[src/hpg_map.svh]
// Purpose: constants for the host port strap and interrupt glue
// Assumes: 250 MHz core clock
// Notes: all figures as named macros
`ifndef HPG_MAP_SVH
`define HPG_MAP_SVH

// ==========================================================
// primary mode codes
`define HPG_MD_PAR_OSC 3'h4
`define HPG_MD_PAR_EXT 3'h5
`define HPG_MD_SERIAL 3'h6

// ==========================================================
// field positions of the expansion and serial straps
`define HPG_MDE_MUX_BIT 2
`define HPG_MDE_TYPE_BIT 0
`define HPG_MDS_LSBF_BIT 2
`define HPG_MDS_CPOL_BIT 1
`define HPG_MDS_CPHA_BIT 0

// ==========================================================
// timing
`define HPG_CLK_MHZ 250
`define HPG_TMR_PULSE_NS 1000
`define HPG_TMR_PULSE_CYC ((`HPG_TMR_PULSE_NS * `HPG_CLK_MHZ) / 1000)
`define HPG_STRAP_SETTLE 2'h3

// ==========================================================
// half-word addressing
`define HPG_HALF_SEL_BIT 1

`endif

[src/hpg_pkg.sv]
// Purpose: types for the host port strap and interrupt glue
// Assumes: nothing
// Notes: none
package hpg_pkg;
  typedef enum logic [1:0] {
    HPG_MODE_PAR_OSC,
    HPG_MODE_PAR_EXT,
    HPG_MODE_SERIAL,
    HPG_MODE_PROHIB
  } hpg_mode_e;

  typedef enum logic {
    HPG_HALF_EMPTY,
    HPG_HALF_HELD
  } hpg_half_e;
endpackage

[src/hpg_pulse.sv]
// Purpose: fixed-width pulse from a one-cycle timer event
// Assumes: event is on the core clock
// Notes: a new event restarts the pulse
`timescale 1ns/1ps
`default_nettype none
`include "hpg_map.svh"
module hpg_pulse (
  // clock and reset
  input wire logic clock,
  input wire logic reset_n,
  input wire logic clk_en,
  // event in, pulse out
  input wire logic event_in,
  output logic pulse_out
);
  localparam int unsigned WIDTH = `HPG_TMR_PULSE_CYC;
  logic [8:0] count_ff;
  logic [8:0] nxt_count;

  // ==========================================================
  // countdown
  always_comb begin
    nxt_count = count_ff;
    if (event_in) begin
      nxt_count = 9'(WIDTH);
    end else if (count_ff != 9'h000) begin
      nxt_count = count_ff - 9'h001;
    end
  end

  always_ff @(posedge clock or negedge reset_n) begin
    if (!reset_n) begin
      count_ff <= 9'h000;
    end else if (clk_en) begin
      count_ff <= nxt_count;
    end
  end

  assign pulse_out = (count_ff != 9'h000);
endmodule
`default_nettype wire

[src/hpg_top.sv]
// Purpose: strap decode, interrupt pin routing, 16-to-32 write pairing
// Assumes: one core clock, straps are pins, controller side on core clock
// Notes: configuration frozen until next reset
// Behaviour
// - decode primary straps into port mode
// - serial straps only count in serial mode
// - serial frequency code from upper expansion straps
// - lowest expansion strap zero selects SPI
// - top serial strap sets LSB first
// - middle serial strap sets clock polarity
// - lowest serial strap sets clock phase
// - pin a follows line zero when enabled
// - pin b follows line one when enabled
// - non-mux: pin c ORs timers and low-voltage
// - mux or SPI: timers, low-voltage on c,d,e
// - enabled pin high while pending, else low
// - timer pins give fixed-width pulses
// - hold low half, commit on high half
`timescale 1ns/1ps
`default_nettype none
`include "hpg_map.svh"
module hpg_top
  import hpg_pkg::*;
(
  // clock and reset
  input wire logic clock,
  input wire logic reset_n,
  input wire logic clk_en,
  // strap pins
  input wire logic [2:0] primary_mode_strap,
  input wire logic [2:0] mode_expansion_strap,
  input wire logic [2:0] serial_setting_strap,
  // decoded configuration
  output logic cfg_valid,
  output logic mode_par_osc,
  output logic mode_par_ext,
  output logic mode_serial,
  output logic mode_prohibited,
  output logic mode_multiplexed,
  output logic [1:0] serial_freq_sel,
  output logic spi_selected,
  output logic serial_type_reserved,
  output logic lsb_first_select,
  output logic spi_cpol,
  output logic spi_cpha,
  // controller interrupt sources
  input wire logic cc_irq_line_zero,
  input wire logic cc_irq_line_one,
  input wire logic [1:0] irq_line_enable,
  input wire logic timer0_event,
  input wire logic timer1_event,
  input wire logic low_voltage_det,
  // interrupt pins
  output logic irq_out_a,
  output logic irq_out_b,
  output logic irq_out_c,
  output logic irq_out_d,
  output logic irq_out_e,
  // host half-word access
  input wire logic hw_wr,
  input wire logic hw_rd,
  input wire logic [15:0] hw_addr,
  input wire logic [15:0] hw_wdata,
  output logic [15:0] hw_rdata,
  output logic hw_rdata_valid,
  // controller word access
  output logic cc_wr,
  output logic cc_rd,
  output logic [13:0] cc_addr,
  output logic [31:0] cc_wdata,
  input wire logic [31:0] cc_rdata
);
  // ==========================================================
  // strap synchroniser and one-time capture
  logic [8:0] strap_meta_ff;
  logic [8:0] strap_sync_ff;
  logic [1:0] settle_ff;
  logic [1:0] nxt_settle;
  logic captured_ff;
  logic nxt_captured;
  logic [8:0] strap_ff;
  logic [8:0] nxt_strap;

  always_comb begin
    nxt_settle = settle_ff;
    nxt_captured = captured_ff;
    nxt_strap = strap_ff;
    if (!captured_ff) begin
      if (settle_ff == `HPG_STRAP_SETTLE) begin
        nxt_captured = 1'b1;
        nxt_strap = strap_sync_ff;
      end else begin
        nxt_settle = settle_ff + 2'h1;
      end
    end
  end

  always_ff @(posedge clock or negedge reset_n) begin
    if (!reset_n) begin
      strap_meta_ff <= 9'h000;
      strap_sync_ff <= 9'h000;
      settle_ff <= 2'h0;
      captured_ff <= 1'b0;
      strap_ff <= 9'h000;
    end else if (clk_en) begin
      strap_meta_ff <= {primary_mode_strap, mode_expansion_strap, serial_setting_strap};
      strap_sync_ff <= strap_meta_ff;
      settle_ff <= nxt_settle;
      captured_ff <= nxt_captured;
      strap_ff <= nxt_strap;
    end
  end

  // ==========================================================
  // mode decode
  logic [2:0] md;
  logic [2:0] mde;
  logic [2:0] mds;
  hpg_mode_e mode;
  logic spi_on;

  assign md = strap_ff[8:6];
  assign mde = strap_ff[5:3];
  assign mds = strap_ff[2:0];

  always_comb begin
    unique case (md)
      `HPG_MD_PAR_OSC: mode = HPG_MODE_PAR_OSC;
      `HPG_MD_PAR_EXT: mode = HPG_MODE_PAR_EXT;
      `HPG_MD_SERIAL: mode = HPG_MODE_SERIAL;
      default: mode = HPG_MODE_PROHIB;
    endcase
  end

  assign cfg_valid = captured_ff;
  assign mode_par_osc = captured_ff && (mode == HPG_MODE_PAR_OSC);
  assign mode_par_ext = captured_ff && (mode == HPG_MODE_PAR_EXT);
  assign mode_serial = captured_ff && (mode == HPG_MODE_SERIAL);
  assign mode_prohibited = captured_ff && (mode == HPG_MODE_PROHIB);
  assign mode_multiplexed = (mode_par_osc || mode_par_ext) && !mde[`HPG_MDE_MUX_BIT];
  assign serial_freq_sel = mode_serial ? mde[2:1] : 2'h0;
  assign spi_on = mode_serial && !mde[`HPG_MDE_TYPE_BIT];
  assign spi_selected = spi_on;
  assign serial_type_reserved = mode_serial && mde[`HPG_MDE_TYPE_BIT];
  assign lsb_first_select = spi_on && mds[`HPG_MDS_LSBF_BIT];
  assign spi_cpol = spi_on && mds[`HPG_MDS_CPOL_BIT];
  assign spi_cpha = spi_on && mds[`HPG_MDS_CPHA_BIT];

  // ==========================================================
  // timer pulse stretchers
  logic [1:0] tmr_evt;
  logic [1:0] tmr_pulse;
  assign tmr_evt = {timer1_event, timer0_event};

  genvar gi;
  generate
    for (gi = 0; gi < 2; gi++) begin : g_tmr
      hpg_pulse u_pulse (
        .clock(clock),
        .reset_n(reset_n),
        .clk_en(clk_en),
        .event_in(tmr_evt[gi]),
        .pulse_out(tmr_pulse[gi])
      );
    end
  endgenerate

  // ==========================================================
  // interrupt pin routing
  logic [4:0] irq_ff;
  logic [4:0] nxt_irq;
  logic split_pins;
  logic nonmux_pins;

  assign split_pins = mode_multiplexed || spi_on;
  assign nonmux_pins = (mode_par_osc || mode_par_ext) && !mode_multiplexed;

  always_comb begin
    nxt_irq = 5'h00;
    nxt_irq[0] = cc_irq_line_zero && irq_line_enable[0];
    nxt_irq[1] = cc_irq_line_one && irq_line_enable[1];
    if (nonmux_pins) begin
      nxt_irq[2] = tmr_pulse[0] || tmr_pulse[1] || low_voltage_det;
    end else if (split_pins) begin
      nxt_irq[2] = tmr_pulse[0];
      nxt_irq[3] = tmr_pulse[1];
      nxt_irq[4] = low_voltage_det;
    end
  end

  always_ff @(posedge clock or negedge reset_n) begin
    if (!reset_n) begin
      irq_ff <= 5'h00;
    end else if (clk_en) begin
      irq_ff <= nxt_irq;
    end
  end

  assign irq_out_a = irq_ff[0];
  assign irq_out_b = irq_ff[1];
  assign irq_out_c = irq_ff[2];
  assign irq_out_d = irq_ff[3];
  assign irq_out_e = irq_ff[4];

  // ==========================================================
  // half-word pairing
  logic [15:0] wr_hold_ff;
  logic [15:0] nxt_wr_hold;
  logic [15:0] rd_hold_ff;
  logic [15:0] nxt_rd_hold;
  logic [15:0] rdata_ff;
  logic [15:0] nxt_rdata;
  logic rvalid_ff;
  logic nxt_rvalid;
  logic upper_half;

  assign upper_half = hw_addr[`HPG_HALF_SEL_BIT];
  assign cc_addr = hw_addr[15:2];
  assign cc_wr = clk_en && hw_wr && upper_half;
  assign cc_wdata = {wr_hold_ff, hw_wdata};
  assign cc_rd = clk_en && hw_rd && !hw_wr && !upper_half;

  always_comb begin
    nxt_wr_hold = wr_hold_ff;
    nxt_rd_hold = rd_hold_ff;
    nxt_rdata = rdata_ff;
    nxt_rvalid = 1'b0;
    if (hw_wr) begin
      if (!upper_half) begin
        nxt_wr_hold = hw_wdata;
      end
    end else if (hw_rd) begin
      nxt_rvalid = 1'b1;
      if (!upper_half) begin
        nxt_rdata = cc_rdata[31:16];
        nxt_rd_hold = cc_rdata[15:0];
      end else begin
        nxt_rdata = rd_hold_ff;
      end
    end
  end

  always_ff @(posedge clock or negedge reset_n) begin
    if (!reset_n) begin
      wr_hold_ff <= 16'h0000;
      rd_hold_ff <= 16'h0000;
      rdata_ff <= 16'h0000;
      rvalid_ff <= 1'b0;
    end else if (clk_en) begin
      wr_hold_ff <= nxt_wr_hold;
      rd_hold_ff <= nxt_rd_hold;
      rdata_ff <= nxt_rdata;
      rvalid_ff <= nxt_rvalid;
    end
  end

  assign hw_rdata = rdata_ff;
  assign hw_rdata_valid = rvalid_ff;
endmodule
`default_nettype wire

[config.mk]
export PLATFORM = sky130hd
export DESIGN_NAME = hpg_top
export DESIGN_NICKNAME = d
export VERILOG_FILES = /design/src/hpg_pkg.sv /design/src/hpg_pulse.sv /design/src/hpg_top.sv
export VERILOG_INCLUDE_DIRS = /design/src
export SDC_FILE = /design/constraint.sdc
export NUM_CORES = 1
export LEC_CHECK = 0
export BUFFER_PORTS_ARGS = -buffer_cell sky130_fd_sc_hd__clkbuf_2
export CAP_MARGIN = 20
export CORE_MARGIN = 10
export CORE_UTILIZATION = 30
export CTS_CLUSTER_SIZE = 20
export DETAILED_ROUTE_END_ITERATION = 7
export GPL_TIMING_DRIVEN = 1
export SLEW_MARGIN = 0
export SYNTH_ARGS = -nofsm -noshare
export SYNTH_HDL_FRONTEND = slang
export SYNTH_HIERARCHICAL = 1
export SYNTH_SLANG_ARGS = --single-unit
[constraint.sdc]
create_clock -name clock -period 2.3 [get_ports clock]
set_clock_uncertainty 0.2 [all_clocks]
set_input_delay 0.345 -clock clock [delete_from_list [all_inputs] [get_ports clock]]
set_output_delay 0.345 -clock clock [all_outputs]
set_load 0.1 [all_outputs]
### After elaboration in Yosys (flattened, before gate mapping)

Cells that the tools add are included.

| operators by class | value |
|---|---|
| add/sub/neg operators | 3 |
| eq/ne operators | 7 |
| muxes and demuxes | 14 |
| bitwise gates (word level) | 4 |
| reductions and logical operators | 39 |

Operators by type and width:

| operator | count |
|---|---|
| 9-bit two-way mux | 4 |
| 1-bit logical AND | 18 |
| 9-bit nonzero test | 2 |
| 9-bit by 1-bit subtractor with 9-bit output, second input constant | 2 |
| 16-bit two-way mux | 1 |
| 3-bit AND reduction | 4 |
| 3-bit equality test, second input constant | 3 |
| 2-bit equality test, second input constant | 3 |
| 2-bit case mux with 3 select lines | 1 |
| 1-bit logical NOT | 5 |
| 1-bit two-way mux | 5 |
| 1-bit logical OR | 4 |
| 2-bit two-way mux | 2 |
| 1-bit NOT | 4 |
| 2-bit AND reduction | 2 |
| 4-bit AND reduction | 1 |
| 2-bit nonzero test | 2 |
| 3-bit two-way mux | 1 |
| 2-bit by 1-bit adder with 2-bit output, second input constant | 1 |
| 2-bit by 1-bit equality test with 1-bit output, second input constant | 1 |
| 2-bit logical NOT | 1 |

| storage, ports and cells | value |
|---|---|
| register bits | 102 |
| input bits | 85 |
| output and inout port bits | 83 |

### Longest topological paths before layout

Gate-level depths: netlist of run 1.

| depth | value |
|---|---|
| depth in word-level cells | 9 |
| gate-level depth with buffers | 8 |

### By module

Netlist of run 1, hierarchy kept.

By module, submodules not included:

| module | instances | cells each | area an instance (µm²) |
|---|---|---|---|
| hpg_top | 1 | 279 | 3779.9 |
| hpg_pulse | 2 | 57 | 555.5 |

### Worst setup path before layout of run 1

Ideal clock, no wire load.

| timing path | value |
|---|---|
| path kind | reg2out |
| start point | register captured_ff, in the netlist cfg_valid |
| end point | output lsb_first_select |
| data arrival time | 3718 ps |
| required time | 1755 ps |
| setup slack | -1963 ps |
| stages on the path, launching flop included | 4 |
| path buffers | 0 |
| path through | dfrtp_1 -> and4b_1 -> and2b_1 -> and2_1 |

| on the way | value |
|---|---|
| cells in the longest elaborated chain, start to end | 3 |

Ends and longest elaborated chain:

| item | line | RTL |
|---|---|---|
| start: declaration | hpg_top.sv:79 | `logic captured_ff;` |
| start signal: assignment | hpg_top.sv:109 | `captured_ff <= nxt_captured;` |
| 1-bit logical AND | hpg_top.sv:138 | `assign mode_serial = captured_ff && (mode == HPG_MODE_SERIAL);` |
| named net mode_serial | hpg_top.sv:37 | `output logic mode_serial,` |
| 1-bit logical AND | hpg_top.sv:142 | `` assign spi_on = mode_serial && !mde[`HPG_MDE_TYPE_BIT]; `` |
| named net spi_selected | hpg_top.sv:41 | `output logic spi_selected,` |
| 1-bit logical AND | hpg_top.sv:145 | `` assign lsb_first_select = spi_on && mds[`HPG_MDS_LSBF_BIT]; `` |
| end: declaration | hpg_top.sv:43 | `output logic lsb_first_select,` |

The timed path passes the listed nets, and every way through them passes these cells.

### Worst setup path after layout of run 1

| timing path | value |
|---|---|
| start point | register strap_ff[7] |
| end point | output mode_par_osc |

| on the way | value |
|---|---|
| cells in the longest elaborated chain, start to end | 4 |
| elaborated cells on any way between the ends | 6 |

Ends and longest elaborated chain:

| item | line | RTL |
|---|---|---|
| start: declaration | hpg_top.sv:81 | `logic [8:0] strap_ff;` |
| start signal: assignment | hpg_top.sv:110 | `strap_ff <= nxt_strap;` |
| 3-bit equality test | hpg_top.sv:127 | `unique case (md)` |
| 2-bit case mux with 3 select lines * | hpg_top.sv:127 |  |
| 2-bit logical NOT * | hpg_top.sv:136 | `assign mode_par_osc = captured_ff && (mode == HPG_MODE_PAR_OSC);` |
| 1-bit logical AND * | hpg_top.sv:136 |  |
| end: declaration | hpg_top.sv:35 | `output logic mode_par_osc,` |

Every way passes the cells marked *; elsewhere a longest branch is shown, timed or not.

==> results of run 1 <==
## cells in the final DEF, fill, tap and decap left out, types with 4 or more instances in the layout
| cell | netlist | routed |
|---|---|---|
| nand3_1 | 6 | 6 |
| o21ai_0 | 23 | 23 |
| inv_1 | 19 | 18 |
| clkbuf_16 | 0 | 9 |
| buf_4 | 32 | 27 |
| clkbuf_2 | 0 | 126 |
| dfrtp_1 | 102 | 100 |
| mux2_2 | 41 | 41 |
| nor2_1 | 10 | 10 |
| nand2_1 | 26 | 26 |
| mux2i_1 | 18 | 18 |
| nand2b_1 | 4 | 4 |
| mux2_4 | 19 | 19 |
| o31ai_1 | 8 | 8 |
| buf_12 | 1 | 8 |
## logic make-up (layout without fill, tap and decap cells)
kind of cell | after synthesis | count (layout) | share of synthesized area, %
buf+inv | 64 | 198 | 8.416
compound gates | 61 | 61 | 8.749
mux | 78 | 78 | 18.96
xor+xnor | 1 | 1 | 0.1791
flops | 102 | 102 | 52.19
fa+ha+maj | 3 | 3 | 0.7675
simple gates | 84 | 84 | 10.74
## state kept, by name, summed over array words and instances, names as in the netlist, 2 cells and up
signal / count
strap_meta_ff: 9
wr_hold_ff: 16
rd_hold_ff: 16
strap_sync_ff: 9
irq_ff: 5
g_tmr.u_pulse/count_ff: 18
settle_ff: 2
strap_ff: 9
hw_rdata: 16
## final timing paths
kind,slack [ns],start,to
min in group asynchronous,0.26,reset_n,strap_ff[5]
setup reg to reg,0.18,g_tmr[1].u_pulse/count_ff[0],irq_ff[2]
max in group asynchronous,1.03,reset_n,cfg_valid
hold / removal,0.02,cc_rdata[6],rd_hold_ff[6]
hold reg to reg,0.27,settle_ff[0],settle_ff[0]
setup / recovery,0.08,strap_ff[7],mode_par_osc
## power breakdown
group | switching [W] | internal (W) | total, W
Sequential | 0.000232 | 0.00215 | 0.00238
Combinational | 0.00189 | 0.000643 | 0.00254
Clock | 0.000710 | 0.000893 | 0.00160
## stage by stage
step | setup slack, ns | cells
after detailed placement | -0.06510 | 724
after global routing | -0.002810 | 743
final | 0.08133 | 743
after global placement | 0.03680 | 724
after CTS | 0.02306 | 741
after floorplan | -0.3310 | 393
## what timing repair did
action                     4_1_cts  5_1_grt
hold endpoints to repair        21        0
gates resized for setup          2        8
hold buffers                     1        0
pin swaps                        0        1
setup endpoints to repair        1        5
buffers inserted                 0        2
## cell type report
class | instances | area, sq um
Clock inverter | 6 | 75.07
Clock buffer | 10 | 239.0
Sequential cell | 102 | 2557
Inverter | 19 | 71.32
Multi-Input combinational cell | 227 | 1977
Timing Repair Buffer | 163 | 1008
Fill cell | 1535 | 9744
Tap cell | 216 | 270.3
## metal layers
layer | up-vias | track usage, % | routed length [microns]
li1 | 1632 | - | -
met1 | 1668 | 12.59 | 5019
met2 | 117 | 17.34 | 5433
met3 | 17 | 5.006 | 970
met4 | 0 | 3.865 | 176
met5 | - | 0 | 0
==> run_results.csv, run 1 <==
group,metric,value,unit
detailed_routing,firstDrtPassIters,4,
detailed_routing,vias,3434,
layout,design_area,6198,sq um
timing,setup_violations,0,
yosys,synth-main-ff-cell,"dfrtp_1",
placement,hpwl,9036,microns
detailed_routing,wl_per_cell,15.61,microns
layout,drive_above_1_share,50.28,%
detailed_routing,first_iter_violations,79,
clock_tree,cts.sinks,102,
global_routing,grt_overflow_total,0,
global_routing,grt_pass1_wl,19270,microns
floorplan,ios,168,
yosys,avgSynthCellArea,12.45,sq um
hold_path,hp-class,"in2reg",
clock_tree,cts_buffers,9,
placement,port-buffer-count,138,
floorplan,fp.coreArea,15940,sq um
placement,place_area,5829,sq um
yosys,syn_area,4891,sq um
worst_setup_path,critPathRequiredTime,1.75,ns
timing,worst_slew_pin_slew,0.7583,ns
layout,nets,610,
outcome,status,"completed",
global_routing,grt_max_degree,45,
yosys,yosys.area.top_type,"dfrtp_1",
worst_setup_path,path_buf_inv,1,
timing,period_needed,2.219,ns
clock_tree,cts.path.max_buffers,2,
timing,final_max_slew_viol_count,0,
global_routing,grt_pass1_vias,3787,
yosys,synth_area_leaders,"dfrtp_1 (52%), mux2_2 (9.4%), mux2_4 (5.8%)",
worst_setup_path,start_kind,"flop",
global_routing,groute.usage.overall,10.87,%
yosys,yosys_warnings,6,
power,peakVddDrop,563.8,uV
worst_setup_path,crit_chain,"nand3b_1 -> nor2_1 -> clkbuf_2",
worst_setup_path,path_delay_family,"buffers and inverters",
floorplan,fp-row-count,46,
hold_path,whs_path_depth,2,
floorplan,fp.dieArea,21810,sq um
clock_tree,cts_htree_levels,3,
timing,holdWs,0.01994,ns
placement,gp_congestion,0.7640,
floorplan,fp.dieW,147.7,microns
power,cellPowerDensity,1051,nW/um^2
yosys,synth_most_common_cell,"dfrtp_1",
yosys,synth_top_area_share,52.19,%
worst_setup_path,critical_path_arrival,1.67,ns
power,p_leak,3.020,nW
timing,finalSetupTns,0,ns
worst_setup_path,cp_max_fo,6,
layout,area_growth,26.73,%
worst_setup_path,max_stage_delay,0.47,ns
clock_tree,path_clk_slew,0.08,ns
yosys,synth_edf_count,0,
yosys,netlist_instances,393,
timing,fmax,450.7,MHz
yosys,yosysUniqueCellTypes,52,
floorplan,die_height,147.7,microns
layout,antennaDiodeCount,0,
yosys,async_flop_share,100.0,%
worst_setup_path,slowest_stage,"clkbuf_2",
yosys,syn_nets,481,
layout,final_util,38.88,%
worst_setup_path,rr_worst_depth,8,
detailed_routing,totalWireLength,11600,microns
power,power,0.006517,W
flow_run,drv_cap,0,
worst_setup_path,cp.depth,3,
timing,hold_viol_final,0,
timing,fin_crit_sh,96.46,%
detailed_routing,drc,0,
clock_tree,clk_latency,0.35,ns
clock_tree,cts_root_buf,"clkbuf_16",
worst_setup_path,cp-end-kind,"output pin",
timing,relSlewSlack,48.98,%
detailed_routing,ant_nets,0,
clock_tree,cts_tree,"yes",
global_routing,antenna_found_initial,0,
yosys,synth-seq-cells,102,
floorplan,initial_core_util,30.68,%
worst_setup_path,crit_type,"reg2out",
yosys,synthTopCellsByCount,"dfrtp_1 (102), mux2_2 (41), buf_4 (32)",
detailed_routing,via_per_inst,4.622,
yosys,ys_seq_area_share,52.19,%
(Power assumes the default switching activity.)
==> run 2: changes to the inputs <==
--- a/config.mk
+++ b/config.mk
@@ -6,6 +6,7 @@
 export SDC_FILE = /design/constraint.sdc
 export NUM_CORES = 1
 export LEC_CHECK = 0
+export ABC_AREA = 1
 export BUFFER_PORTS_ARGS = -buffer_cell sky130_fd_sc_hd__clkbuf_2
 export CAP_MARGIN = 20
 export CORE_MARGIN = 10
==> run_results.csv, run 2 <==
group,metric,value,unit
clock_tree,cts.sinks,102,
power,p_comb_share,31.4,%
timing,setup_violations,0,
placement,gp_congestion,0.7730,
clock_tree,path_clk_slew,0.07,ns
layout,drive_above_1_share,28.69,%
yosys,avgSynthCellArea,8.582,sq um
floorplan,initial_core_util,30.42,%
placement,port-buffer-count,138,
clock_tree,postCtsSetupBuffers,0,
detailed_routing,wl_met3,966,microns
yosys,yosys_warnings,6,
worst_setup_path,cp-end-kind,"output pin",
worst_setup_path,path_delay_family,"simple AND/OR/NAND/NOR gates",
clock_tree,cts_tree,"yes",
layout,nets,787,
clock_tree,clk_latency,0.35,ns
clock_tree,cts_htree_levels,3,
power,seq_power_share,39.8,%
outcome,status,"completed",
worst_setup_path,slowest_stage,"dfrtp_1",
layout,nFillCells,1653,
timing,final_max_slew_viol_count,0,
power,switching_power,0.002178,W
yosys,syn_area,4797,sq um
power,intPower,0.003265,W
yosys,synth-main-ff-cell,"dfrtp_1",
detailed_routing,vias,3861,
layout,antennaDiodeCount,0,
global_routing,grt_pass1_wl,20180,microns
yosys,synthTopCellsByCount,"nand2_1 (199), dfrtp_1 (102), nor2_1 (48)",
layout,top_register,"g_tmr.u_pulse/count_ff",
placement,hpwl,8716,microns
detailed_routing,wl_met1,5277,microns
floorplan,fp.coreArea,15770,sq um
yosys,synth_top_area_share,53.21,%
layout,largest_register_ffs,18,
layout,layout_commonest_cell,"nand2_1",
global_routing,antenna_found_initial,0,
clock_tree,cts_buffers,9,
yosys,synth_area_leaders,"dfrtp_1 (53%), nand2_1 (16%), buf_4 (4.9%)",
worst_setup_path,max_stage_delay,0.43,ns
detailed_routing,via_per_inst,4.197,
flow_run,drv_cap,0,
detailed_routing,highest_layer,"met4",
global_routing,grt_overflow_total,0,
worst_setup_path,path_buf_inv,1,
power,p_clk_share,28.8,%
yosys,netlist_instances,559,
timing,worst_slew_pin_slew,0.5801,ns
clock_tree,cts_root_buf,"clkbuf_16",
detailed_routing,firstDrtPassIters,4,
floorplan,die_height,146.5,microns
timing,hold_viol_final,0,
power,cellPowerDensity,868.1,nW/um^2
layout,final_cell_mix,"nand2_1 (199), clkbuf_2 (127), dfrtp_1 (101)",
layout,design_area,6270,sq um
clock_tree,cts.path.max_buffers,2,
timing,period_needed,2.147,ns
detailed_routing,ant_nets,0,
yosys,async_flop_share,100.0,%
timing,relSlewSlack,61.49,%
timing,fin_crit_sh,93.36,%
detailed_routing,drc,0,
floorplan,fp.dieArea,21450,sq um
yosys,ys_seq_area_share,53.21,%
timing,fmax,465.7,MHz
detailed_routing,first_iter_violations,153,
worst_setup_path,critical_path_arrival,1.60,ns
yosys,synth_edf_count,0,
yosys,yosysUniqueCellTypes,30,
detailed_routing,wl_per_cell,12.78,microns
worst_setup_path,start_kind,"flop",
yosys,yosys.area.top_type,"dfrtp_1",
floorplan,fp-row-count,46,
global_routing,grt_pass1_vias,3994,
detailed_routing,totalWireLength,11760,microns
global_routing,groute.usage.overall,11.30,%
worst_setup_path,crit_type,"reg2out",
floorplan,fp.dieW,146.5,microns
yosys,syn_nets,647,
power,p_leak,3.166,nW
worst_setup_path,crit_chain,"nor2_1 -> nand2_1 -> nor2_4 -> buf_4",
power,swShare,40.02,%
yosys,synth-seq-cells,102,
worst_setup_path,cp_max_fo,5,
placement,place_area,5680,sq um
global_routing,grt_max_degree,47,
timing,rsz0062_at_grt,"no",
timing,finalSetupTns,0,ns
yosys,synth_most_common_cell,"nand2_1",
detailed_routing,wl_met2,5364,microns
worst_setup_path,critPathRequiredTime,1.75,ns
power,peakVddDrop,639.4,uV
floorplan,ios,168,
layout,area_growth,30.70,%
hold_path,hp-class,"in2reg",
run 2: power groups by stage:
stage	clock network, W	registers [W]	logic (W)
after floorplan	0	0.00301	0.000644
after global placement	0	0.00219	0.00168
after detailed placement	0	0.00220	0.00169
after CTS	0.00164	0.00217	0.00173
after global routing	0.00170	0.00220	0.00183
final	0.00157	0.00217	0.00171
run 2: worst reg2reg max path: cells and delay by family (launching register included):
| family | cells | cell delay [ns] |
|---|---|---|
| AOI/OAI and AO/OA | 1 | 0.08 |
| buffers and inverters | 1 | 0.11 |
| and+or+nand+nor | 6 | 0.68 |
| adders and majority gates | 1 | 0.28 |
| DFF | 1 | 0.38 |
run 2: per-layer routing:
layer,GRT usage [%],vias to the layer above
met2,17.72,103
met3,5.315,9
met1,13.44,1741
met5,0,-
li1,-,2008
met4,3.504,0
run 2: final cells by class:
class / count / area, sq um / area share, %
sequential: 102 / 2556 / 40.77
multi-input combinational: 363 / 1797 / 28.66
timing repair buffer: 176 / 1161 / 18.52
tap: 216 / 270.3 / 4.311
clock buffer: 12 / 246.5 / 3.931
inverter: 47 / 183.9 / 2.934
clock inverter: 4 / 55.05 / 0.8781
run 2: path summary, 6_finish.rpt:
kind,to,start,cells past startpoint,slack [ns]
max,serial_type_reserved,strap_ff[6],4,0.15
min,wr_hold_ff[11],hw_wdata[11],2,0.02
max reg2reg,irq_ff[2],g_tmr[1].u_pulse/count_ff[0],9,0.47
min reg2reg,strap_meta_ff[3],strap_meta_ff[3],2,0.27
max in group asynchronous,hw_rdata[14],reset_n,3,1.02
min in group asynchronous,g_tmr[1].u_pulse/count_ff[8],reset_n,2,0.29
run 2: cell families after synthesis:
logic type / share of synthesized area [%]
AND/OR/NAND/NOR: 24.86
flip-flops: 53.21
buffers and inverters: 10.62
AO/OA/AOI/OAI: 6.364
multiplexers: 3.991
adder cells (fa/ha/maj): 0.7826
XOR/XNOR: 0.1826
run 2: timing repair:
| item | 4_1_cts | 5_1_grt |
|---|---|---|
| hold buffers | 28 | 0 |
| setup endpoints to repair | 4 | 1 |
| resized for setup | 2 | 1 |
| hold endpoints to repair | 55 | 0 |
run 2: through the flow:
step | total power (W) | hold WS, ns | setup WS, ns | std cells | utilization, %
finish | 0.005443 | 0.01812 | 0.1527 | 920 | 39.76
global route | 0.005731 | 0.01558 | 0.0006809 | 920 | 39.76
CTS | 0.005533 | 0.004070 | 0.1205 | 920 | 39.76
detailed placement | 0.003888 | 0.1302 | 0.3386 | 876 | 36.02
global placement | 0.003873 | 0.1238 | 0.3458 | 876 | 36.02
floorplan | 0.003650 | -0.1506 | 0.06033 | 559 | -
